===== config.mk =====
export PLATFORM = sky130hd
export DESIGN_NAME = sl_ctrl
export DESIGN_NICKNAME = d
export VERILOG_FILES = /design/src/design/sl_pkg.sv /design/src/design/sl_crc.sv /design/src/design/sl_ctrl.sv
export VERILOG_INCLUDE_DIRS = /design/src /design/src/design
export SDC_FILE = /design/constraint.sdc
export NUM_CORES = 1
export LEC_CHECK = 0
export BUFFER_PORTS_ARGS = -buffer_cell sky130_fd_sc_hd__buf_4
export CAP_MARGIN = 20
export CELL_PAD_IN_SITES_DETAIL_PLACEMENT = 0
export CELL_PAD_IN_SITES_GLOBAL_PLACEMENT = 1
export CORE_MARGIN = 2
export CORE_UTILIZATION = 42
export CTS_CLUSTER_SIZE = 10
export DETAILED_ROUTE_END_ITERATION = 10
export HOLD_SLACK_MARGIN = 0.03
export PLACE_DENSITY = 0.73
export SLEW_MARGIN = 20
export SYNTH_ARGS = -nofsm -noshare
export SYNTH_HDL_FRONTEND = slang
export SYNTH_SLANG_ARGS = --single-unit

===== constraint.sdc =====
create_clock -name MCLK -period 7.7 [get_ports MCLK]
set_clock_uncertainty 0.1 [all_clocks]
set_input_delay 0.77 -clock MCLK [delete_from_list [all_inputs] [get_ports MCLK]]
set_output_delay 0.77 -clock MCLK [all_outputs]
set_load 0.02 [all_outputs]

===== src/design/sl_defs.svh =====
// Register offsets, field positions, reset values and timing counts of the link controller.
`ifndef SL_DEFS_SVH
`define SL_DEFS_SVH

`define SL_OFS_CON1    6'h00
`define SL_OFS_CON2    6'h04
`define SL_OFS_CON3    6'h08
`define SL_OFS_STAT    6'h0c
`define SL_OFS_DATH    6'h10
`define SL_OFS_DATL    6'h14

`define SL_CON1_MASK   16'hafd7
`define SL_RST16       16'h0000
`define SL_RST32       32'h0000_0000

`define SL_B_ON        15
`define SL_B_SIDL      13
`define SL_B_RX        11
`define SL_B_TXM       10
`define SL_B_POL       9
`define SL_B_CRC       8
`define SL_B_PPP       7
`define SL_B_SPC       6
`define SL_B_PS        4
`define SL_F_NIB       2:0

`define SL_S_CRCERR    3
`define SL_S_FRMERR    2
`define SL_S_GO        0

`define SL_NIB_RES_LO  3'h0
`define SL_NIB_RES_HI  3'h7
`define SL_NIB_MIN     3'h1
`define SL_NIB_MAXN    3'h6
`define SL_NIB_CRCIDX  3'h7

`define SL_SYNC_TICKS  12'd56
`define SL_NIB_OFS     12'd12
`define SL_NIB_MAX     12'd27
// Sync limits count in units of seven module clocks, so a 56-tick sync is eight counts per module clock of tick length.
`define SL_SYNC_SCALE  19'd7
`define SL_LOW_TICKS   12'd5
`define SL_PAUSE_MIN   12'd12
`define SL_FRAME_MAX   12'd2047

`define SL_PS_LAST     2'h3
`define SL_CRC_SEED    4'h5
`define SL_CRC_POLY    4'hd

`endif


===== src/design/sl_pkg.sv =====
// Types shared by the link controller: frame state and the packed state record.
`default_nettype none
package sl_pkg;

  typedef enum logic [1:0] {
    SL_IDLE  = 2'h0,
    SL_SYNC  = 2'h1,
    SL_NIB   = 2'h3,
    SL_PAUSE = 2'h2
  } sl_state_t;

  typedef struct packed {
    logic        ack;
    logic [31:0] rdat;
    logic [15:0] con1;
    logic [15:0] con2;
    logic [15:0] con3;
    logic [31:0] dat;
    logic [31:0] shadow;
    logic        frm_err;
    logic        crc_err;
    logic        rx_idle;
    logic        go;
    logic        pause;
    logic        done;
    logic        line;
    logic        lvl;
    logic [2:0]  k;
    logic [2:0]  s;
    logic [1:0]  psc;
    sl_state_t   fsm;
    logic [15:0] sec;
    logic [15:0] per;
    logic [15:0] tick_len;
    logic [11:0] tcnt;
    logic [11:0] frm;
  } sl_regs_t;

endpackage
`default_nettype wire


===== src/design/sl_crc.sv =====
// Four-bit frame checksum over the data nibbles, seeded and augmented by one zero nibble.
`include "sl_defs.svh"
`default_nettype none
module sl_crc #(
  parameter int NIBS = 6
) (
  input  wire logic [4*NIBS-1:0] data,
  input  wire logic [2:0]        count,
  output logic      [3:0]        crc
);

  always_comb begin
    logic [3:0] r;
    logic [3:0] n;
    logic       fb;
    r  = `SL_CRC_SEED;
    n  = 4'h0;
    fb = 1'b0;
    for (int i = 0; i < NIBS; i++) begin
      if (i < int'(count)) begin
        n = data[4*(NIBS-1-i) +: 4];
        for (int b = 3; b >= 0; b--) begin
          fb = r[3];
          r  = {r[2:0], n[b]};
          if (fb) r = r ^ `SL_CRC_POLY;
        end
      end
    end
    // The trailing zero nibble pushes the remainder fully through the polynomial.
    for (int b = 3; b >= 0; b--) begin
      fb = r[3];
      r  = {r[2:0], 1'b0};
      if (fb) r = r ^ `SL_CRC_POLY;
    end
    crc = r;
  end

endmodule // sl_crc
`default_nettype wire


===== src/design/sl_ctrl.sv =====
// Single-wire falling-edge nibble link controller with a classic Wishbone register slave.
`include "sl_defs.svh"
`default_nettype none
module sl_ctrl (
  input  wire logic        MCLK,
  input  wire logic        SYS_RST,
  input  wire logic        CYC_I,
  input  wire logic        STB_I,
  input  wire logic        WE_I,
  input  wire logic [5:0]  ADR_I,
  input  wire logic [3:0]  SEL_I,
  input  wire logic [31:0] DAT_I,
  output logic      [31:0] DAT_O,
  output logic             ACK_O,
  input  wire logic        SENT_RX,
  input  wire logic        IDLE_MODE,
  input  wire logic        SPC_REQ,
  output logic             SENT_TX,
  output logic             FRAME_DONE
);

  sl_pkg::sl_regs_t st;
  sl_pkg::sl_regs_t nx;

  logic        on;
  logic        run;
  logic        rx;
  logic        tx_trigger_select;
  logic        pol;
  logic        mod_en;
  logic        tick;
  logic        new_lvl;
  logic        fall;
  logic        sync_ok;
  logic        bad_nib;
  logic        last_nib;
  logic        wr;
  logic [2:0]  nmax;
  logic [2:0]  slot;
  logic [3:0]  tx_crc;
  logic [3:0]  rx_crc;
  logic [3:0]  cur_nib;
  logic [11:0] sec_len;
  logic [11:0] pause_len;
  logic [11:0] fp;
  logic [11:0] rx_ticks;
  logic [11:0] rx_sub;
  logic [11:0] tcnt_inc;
  logic [15:0] tick_lim;
  logic [15:0] sync_q;
  logic [31:0] tx_word;
  logic [31:0] rd;

  function automatic logic [15:0] merge16(input logic [15:0] old, input logic [31:0] d,
                                          input logic [3:0] sel);
    merge16 = {sel[1] ? d[15:8] : old[15:8], sel[0] ? d[7:0] : old[7:0]};
  endfunction

  function automatic logic [3:0] nib_at(input logic [31:0] w, input logic [2:0] p);
    nib_at = w[{p, 2'b00} +: 4];
  endfunction

  assign on  = st.con1[`SL_B_ON];
  assign run = on & ~(st.con1[`SL_B_SIDL] & IDLE_MODE);
  assign rx  = st.con1[`SL_B_RX];
  assign tx_trigger_select = st.con1[`SL_B_TXM];
  assign pol = st.con1[`SL_B_POL];

  // The divider runs freely so that the enable cadence never depends on bus traffic.
  assign mod_en = ~st.con1[`SL_B_PS] | (st.psc == `SL_PS_LAST);

  // Reserved nibble codes are clamped so a stray write cannot stall the frame engine.
  assign nmax = (st.con1[`SL_F_NIB] == `SL_NIB_RES_LO) ? `SL_NIB_MIN :
                (st.con1[`SL_F_NIB] == `SL_NIB_RES_HI) ? `SL_NIB_MAXN :
                st.con1[`SL_F_NIB];
  assign last_nib = ({1'b0, st.k} == ({1'b0, nmax} + 4'h1));
  assign slot     = ({1'b0, st.k} > {1'b0, nmax}) ? 3'h0 : (3'h7 - st.k);
  assign cur_nib  = nib_at(st.shadow, slot);

  sl_crc #(.NIBS(6)) u_tx_crc (
    .data  (st.dat[27:4]),
    .count (nmax),
    .crc   (tx_crc)
  );

  sl_crc #(.NIBS(6)) u_rx_crc (
    .data  (st.shadow[27:4]),
    .count (nmax),
    .crc   (rx_crc)
  );

  assign tx_word  = {st.dat[31:4], st.con1[`SL_B_CRC] ? tx_crc : st.dat[3:0]};
  assign tick_lim = rx ? (st.tick_len - 16'h0001) : st.con2;
  assign tick     = mod_en & (st.sec >= tick_lim);
  assign tcnt_inc = st.tcnt + 12'h001;

  assign fp        = (st.con3 > {4'h0, `SL_FRAME_MAX}) ? `SL_FRAME_MAX : st.con3[11:0];
  assign pause_len = (fp > (st.frm + `SL_PAUSE_MIN)) ? (fp - st.frm) : `SL_PAUSE_MIN;
  assign sec_len   = (st.fsm == sl_pkg::SL_SYNC) ? `SL_SYNC_TICKS :
                     (st.fsm == sl_pkg::SL_NIB) ? (`SL_NIB_OFS + {8'h00, cur_nib}) :
                     pause_len;

  // Only the second and third stages are compared; the first stage feeds nothing else.
  assign new_lvl  = (st.s[1] == st.s[2]) ? st.s[1] : st.lvl;
  assign fall     = mod_en & st.lvl & ~new_lvl;
  assign sync_ok  = ({3'h0, st.per} >= ({3'h0, st.con3} * `SL_SYNC_SCALE)) &&
                    ({3'h0, st.per} <= ({3'h0, st.con2} * `SL_SYNC_SCALE));
  assign sync_q   = st.per / {4'h0, `SL_SYNC_TICKS};
  assign rx_ticks = st.tcnt + ((st.sec >= (st.tick_len >> 1)) ? 12'h001 : 12'h000);
  assign rx_sub   = rx_ticks - `SL_NIB_OFS;
  assign bad_nib  = (rx_ticks < `SL_NIB_OFS) || (rx_ticks > `SL_NIB_MAX);

  assign wr = CYC_I & STB_I & WE_I & st.ack;

  always_comb begin
    rd = `SL_RST32;
    if (ADR_I == `SL_OFS_CON1) begin
      rd = {16'h0000, st.con1};
    end else if (ADR_I == `SL_OFS_CON2) begin
      rd = {16'h0000, st.con2};
    end else if (ADR_I == `SL_OFS_CON3) begin
      rd = {16'h0000, st.con3};
    end else if (ADR_I == `SL_OFS_STAT) begin
      rd = {24'h000000, st.pause, last_nib ? `SL_NIB_CRCIDX : st.k,
            st.crc_err, st.frm_err, st.rx_idle, (!rx && !tx_trigger_select) ? on : st.go};
    end else if (ADR_I == `SL_OFS_DATH) begin
      rd = {16'h0000, st.dat[31:16]};
    end else if (ADR_I == `SL_OFS_DATL) begin
      rd = {16'h0000, st.dat[15:0]};
    end
  end

  always_comb begin
    nx      = st;
    nx.ack  = CYC_I & STB_I & ~st.ack;
    nx.done = 1'b0;
    nx.psc  = st.psc + 2'h1;
    nx.s    = {st.s[1:0], SENT_RX};
    if (CYC_I && STB_I && !st.ack) nx.rdat = rd;

    if (wr) begin
      if (ADR_I == `SL_OFS_CON1) begin
        nx.con1 = merge16(st.con1, DAT_I, SEL_I) & `SL_CON1_MASK;
      end else if (ADR_I == `SL_OFS_CON2) begin
        nx.con2 = merge16(st.con2, DAT_I, SEL_I);
      end else if (ADR_I == `SL_OFS_CON3) begin
        nx.con3 = merge16(st.con3, DAT_I, SEL_I);
      end else if (ADR_I == `SL_OFS_STAT && SEL_I[0]) begin
        if (!DAT_I[`SL_S_CRCERR]) nx.crc_err = 1'b0;
        if (!DAT_I[`SL_S_FRMERR]) nx.frm_err = 1'b0;
      end else if (ADR_I == `SL_OFS_DATH && !rx) begin
        nx.dat[31:16] = merge16(st.dat[31:16], DAT_I, SEL_I);
      end else if (ADR_I == `SL_OFS_DATL && !rx) begin
        nx.dat[15:0] = merge16(st.dat[15:0], DAT_I, SEL_I);
        if (st.con1[`SL_B_CRC]) nx.dat[3:0] = st.dat[3:0];
      end
    end

    if (!run) begin
      nx.fsm     = sl_pkg::SL_IDLE;
      nx.sec     = `SL_RST16;
      nx.tcnt    = 12'h000;
      nx.k       = 3'h0;
      nx.pause   = 1'b0;
      nx.go      = 1'b0;
      nx.rx_idle = 1'b0;
      nx.line    = rx | ~pol;
    end else if (rx) begin
      if (mod_en) begin
        nx.lvl     = new_lvl;
        nx.per     = fall ? 16'h0001 : ((st.per == 16'hffff) ? st.per : st.per + 16'h0001);
        nx.rx_idle = new_lvl & ({3'h0, st.per} >= ({3'h0, st.con2} * `SL_SYNC_SCALE));
        if (tick) begin
          nx.sec  = `SL_RST16;
          nx.tcnt = (st.tcnt == 12'hfff) ? st.tcnt : tcnt_inc;
        end else begin
          nx.sec = st.sec + 16'h0001;
        end
      end
      case (st.fsm)
        sl_pkg::SL_NIB: begin
          if (fall) begin
            nx.sec  = `SL_RST16;
            nx.tcnt = 12'h000;
            if (bad_nib) begin
              nx.frm_err = 1'b1;
              nx.fsm     = sl_pkg::SL_IDLE;
              nx.go      = 1'b0;
            end else if (last_nib) begin
              nx.dat  = {st.shadow[31:4], rx_sub[3:0]};
              nx.done = 1'b1;
              if (st.con1[`SL_B_CRC] && rx_sub[3:0] != rx_crc) nx.crc_err = 1'b1;
              nx.fsm   = st.con1[`SL_B_PPP] ? sl_pkg::SL_PAUSE : sl_pkg::SL_IDLE;
              nx.pause = st.con1[`SL_B_PPP];
              nx.go    = 1'b0;
              nx.k     = 3'h0;
            end else begin
              nx.shadow[{slot, 2'b00} +: 4] = rx_sub[3:0];
              nx.k = st.k + 3'h1;
            end
          end
        end
        sl_pkg::SL_PAUSE: begin
          if (fall) begin
            nx.fsm   = sl_pkg::SL_IDLE;
            nx.pause = 1'b0;
          end
        end
        default: begin
          if (fall && sync_ok) begin
            nx.tick_len = (sync_q == 16'h0000) ? 16'h0001 : sync_q;
            nx.fsm      = sl_pkg::SL_NIB;
            nx.k        = 3'h0;
            nx.sec      = `SL_RST16;
            nx.tcnt     = 12'h000;
            nx.go       = 1'b1;
          end
        end
      endcase
      // Polarity and trigger mode are ignored here; only short PWM code drives the wire.
      nx.line = ~(st.con1[`SL_B_SPC] & SPC_REQ);
    end else begin
      if (st.fsm == sl_pkg::SL_IDLE) begin
        if (mod_en && (!tx_trigger_select || st.go)) begin
          nx.shadow = tx_word;
          nx.fsm    = sl_pkg::SL_SYNC;
          nx.sec    = `SL_RST16;
          nx.tcnt   = 12'h000;
          nx.frm    = 12'h000;
          nx.k      = 3'h0;
        end
      end else if (mod_en) begin
        if (!tick) begin
          nx.sec = st.sec + 16'h0001;
        end else begin
          nx.sec  = `SL_RST16;
          nx.tcnt = tcnt_inc;
          if (st.fsm != sl_pkg::SL_PAUSE) nx.frm = st.frm + 12'h001;
          if (tcnt_inc == sec_len) begin
            nx.tcnt = 12'h000;
            if (st.fsm == sl_pkg::SL_SYNC) begin
              nx.fsm = sl_pkg::SL_NIB;
            end else if (st.fsm == sl_pkg::SL_NIB && !last_nib) begin
              nx.k = st.k + 3'h1;
            end else if (st.fsm == sl_pkg::SL_NIB && st.con1[`SL_B_PPP]) begin
              nx.fsm   = sl_pkg::SL_PAUSE;
              nx.pause = 1'b1;
            end else begin
              nx.done  = 1'b1;
              nx.k     = 3'h0;
              nx.pause = 1'b0;
              nx.frm   = 12'h000;
              if (!tx_trigger_select) begin
                nx.shadow = tx_word;
                nx.fsm    = sl_pkg::SL_SYNC;
              end else begin
                nx.fsm = sl_pkg::SL_IDLE;
                nx.go  = 1'b0;
              end
            end
          end
        end
      end
      // Each interval opens with a short active phase; the rest is the idle level.
      nx.line = (nx.fsm == sl_pkg::SL_IDLE) ? ~pol : ((nx.tcnt >= `SL_LOW_TICKS) ^ pol);
      // A trigger that lands in the cycle the frame ends is kept and starts the next one.
      if (wr && ADR_I == `SL_OFS_STAT && SEL_I[0] && DAT_I[`SL_S_GO] && tx_trigger_select) nx.go = 1'b1;
    end
  end

  always_ff @(posedge MCLK) begin
    if (SYS_RST) begin
      st      <= '0;
      st.line <= 1'b1;
      st.lvl  <= 1'b1;
      st.s    <= 3'h7;
    end else begin
      st <= nx;
    end
  end

  assign DAT_O      = st.rdat;
  assign ACK_O      = st.ack;
  assign SENT_TX    = st.line;
  assign FRAME_DONE = st.done;
endmodule // sl_ctrl
`default_nettype wire


==> impl_metrics.yaml <==
finish:
  n_antenna_cell: 0
  multi_input_area_um2: 14500
  final_common_cell: "nor2_1"
  seq_area_um2: 4210
  nNetsFinal: 2732
  fillers: 4641
  final_cell_mix: "nor2_1 (312), dfxtp_1 (209), nand2_1 (188), a21oi_1 (161), ha_1 (143)"
  synthToLayoutAreaGrowth_pct: 7.87
  final_layout_size_suffix_gt1_share_pct: 8.03
  post-route-util_pct: 45.8
  finalNonFillerCells: 3122
timing:
  period_share_pct: 89.5
  min_period_ns: 6.90
  setup-tns-final_ns: 0
  timing.hold.ws_ns: 0.279
  hold_violations: 0
  max_freq_mhz: 145
  slew_headroom_pct: 30.0
  tightest_slew_ns: 1.04
  rsz0062_at_grt: "no"
  setup_viol: 0
  maxSlewViolCount: 0
clocking:
  clk_latency_ns: 0.58
  cts.path.max_buffers: 3
  path_clk_slew_ns: 0.06
  cts_buffers: 26
  ctsHoldBuffers: 0
  cts_resized: 0
  root_buffer: "clkbuf_16"
  h-tree-depth: 1
  cts_tree: "built"
  cts_setup_buffers: 0
  numClockSinks: 210
worst_hold_path:
  hp-start: "SENT_RX"
  worstHoldEndpoint: "nx[77]"
  hp-class: "primary input to flop"
  whs_path_depth: 2
routing:
  viasPerCell: 6.06
  ant_nets: 0
  drt-pass1-iter-count: 5
  drc: 0
  drt_iter0_drc: 1890
  wl_per_cell_um: 21.4
  totalWireLength_um: 66800
  vias: 18914
power:
  p_per_area_nw_per_um2: 113
  p_leak_nw: 8.63
  ir_drop_mv: 0.199
  power_w: 0.00240
synthesis:
  synth-compound-area-share_pct: 23.3
  synthMuxAreaShare_pct: 6.32
  synth-seq-area-share_pct: 21.3
  yosys.area_share.simple_pct: 22.1
  synth_fa_ha_area_share_pct: 12.5
  synth_cell_types: 94
  avgSynthCellArea_um2: 7.78
  ys_seq_elements: 210
  yosys_most_used_dff: "dfxtp_1"
  syn_inst: 2536
  yosysWarnings: 0
  synth_top_family_by_area: "compound AO/OA/AOI/OAI gates"
  synth-xor-area-share_pct: 8.83
  syn_area_um2: 19700
  synth-edff-count: 0
  async_flop_share_pct: 0
grt:
  grt_max_degree: 74
  grt_pass1_vias: 17376
  antenna_found_initial: 0
  grt_pass1_wl_um: 104000
  grt_usage_pct: 27.3
  overflow: 0
floorplan:
  initial_core_util_pct: 42.5
  io_pins: 85
  dieArea_um2: 48700
  core_um2: 46500
  die_h_um: 221
  die_x_um: 221
  fp-row-count: 79
placement:
  place_hpwl_um: 51200
  place_inst: 3085
  io_buffers: 50
  place_congestion: 0.940
setup_path:
  critPathMaxFanout: 8
  reg2reg_from: "st[187]"
  slowest_stage: "a32oi_1"
  crit_arrival_ns: 7.23
  cp-start-kind: "flop"
  critPathKind: "flop to flop"
  cp_data_required_time_ns: 8.04
  critPathCaptureType: "flop"
  r2r_slack_ns: 0.80
  rr_worst_depth: 21
  path_cells: "inv_1 > nor2_1 > a21oi_1 > ha_1 > a32oi_1 > nor2_1 > nand2_1 > a21boi_0 > o31ai_1 > ha_1 > a22o_1 > o21ai_0 > o22ai_1 > mux2_2 > a211oi_1 > nand4_1 > o32ai_1 > a22o_1 > o21ai_1 > a211oi_1 > a211oi_1"
  crit_path_frequent_cell: "a211oi_1"
  crit_buf_inv: 1
  critical-path-max-stage-delay_ns: 0.75
  r2r_end: "st[102]"
  cp_top_family: "compound AO/OA/AOI/OAI gates"
job:
  drv_cap: 0
run_status:
  outcome: "complete, no violations"
cell type report:
cell class | count | share of cell area [%]
Tap cell | 607 | 3.57
Clock inverter | 4 | 0.447
Inverter | 101 | 1.78
Clock buffer | 33 | 3.27
Sequential cell | 210 | 19.8
Multi-Input combinational cell | 2076 | 68.0
Timing Repair Buffer | 91 | 3.21
worst register-to-register path, cell delays in order (launching register included):
cell	delay (ns)
dfxtp_1	0.49
inv_1	0.10
nor2_1	0.31
a21oi_1	0.15
ha_1	0.34
a32oi_1	0.75
nor2_1	0.32
nand2_1	0.14
a21boi_0	0.09
o31ai_1	0.55
ha_1	0.36
a22o_1	0.27
o21ai_0	0.21
o22ai_1	0.10
mux2_2	0.30
a211oi_1	0.48
nand4_1	0.25
o32ai_1	0.18
a22o_1	0.49
o21ai_1	0.36
a211oi_1	0.33
a211oi_1	0.09
sequential cells by signal (all words and copies together) (netlist names):
name	flops
on	1
pol	1
ACK_O	1
st	186
rx	1
nx	2
SENT_TX	1
DAT_O	16
FRAME_DONE	1
cells by family (layout without fill, tap and decap cells):
group | count (synthesis) | after routing
DFF | 210 | 210
xor gates and xnor gates | 163 | 163
other | 1 | 16
AOI/OAI and AO/OA | 687 | 687
adders and majority gates | 177 | 177
muxes | 120 | 120
and+or+nand+nor | 913 | 913
buffers and inverters | 265 | 229
power breakdown:
| part | switching [W] | internal, W | total [W] |
|---|---|---|---|
| combinational | 0.0000695 | 0.0000281 | 0.0000976 |
| sequential | 0.00000437 | 0.00109 | 0.00110 |
| clock | 0.000514 | 0.000696 | 0.00121 |
| total | 0.000588 | 0.00182 | 0.00240 |
per-layer routing:
layer / wire (um) / GRT usage, % / share of wire (%)
met2: 28800 / 41.5 / 43
met5: 0 / 0 / 0
met3: 4560 / 3.48 / 6.8
met1: 31800 / 40.7 / 48
met4: 1650 / 6.51 / 2.5
how the worst max path moves through the flow:
stage	from	to	slack (ns)	cells after the start
after floorplan	st[172]	st[67]	1.92	26
after global placement	st[172]	st[21]	0.95	26
after detailed placement	st[172]	st[15]	0.99	26
after CTS	st[172]	st[21]	0.94	26
after global routing	st[156]	st[66]	0.12	24
final	st[187]	st[102]	0.80	21
metrics by stage:
stage / setup slack, ns / instance area, um2
floorplan: 1.92 / 19800
global placement: 0.954 / 20500
detailed placement: 0.989 / 20500
CTS: 0.940 / 21300
global route: 0.116 / 21300
finish: 0.805 / 21300
Yosys cell counts, drive strengths merged, types with 37 or more instances:
master	count	area share, %
a21oi	161	4.1
clkbuf	111	2.1
a211oi	79	3.0
or2	37	1.2
ha	143	9.1
buf	53	1.7
nor3	63	1.6
nor2	315	6.0
nand2	188	3.6
inv	100	1.9
mux2i	104	5.3
nand3	88	2.2
o21ai	144	3.7
xor2	42	1.9
dfxtp	210	21
xnor2	100	4.5
(Power assumes the default switching activity.)
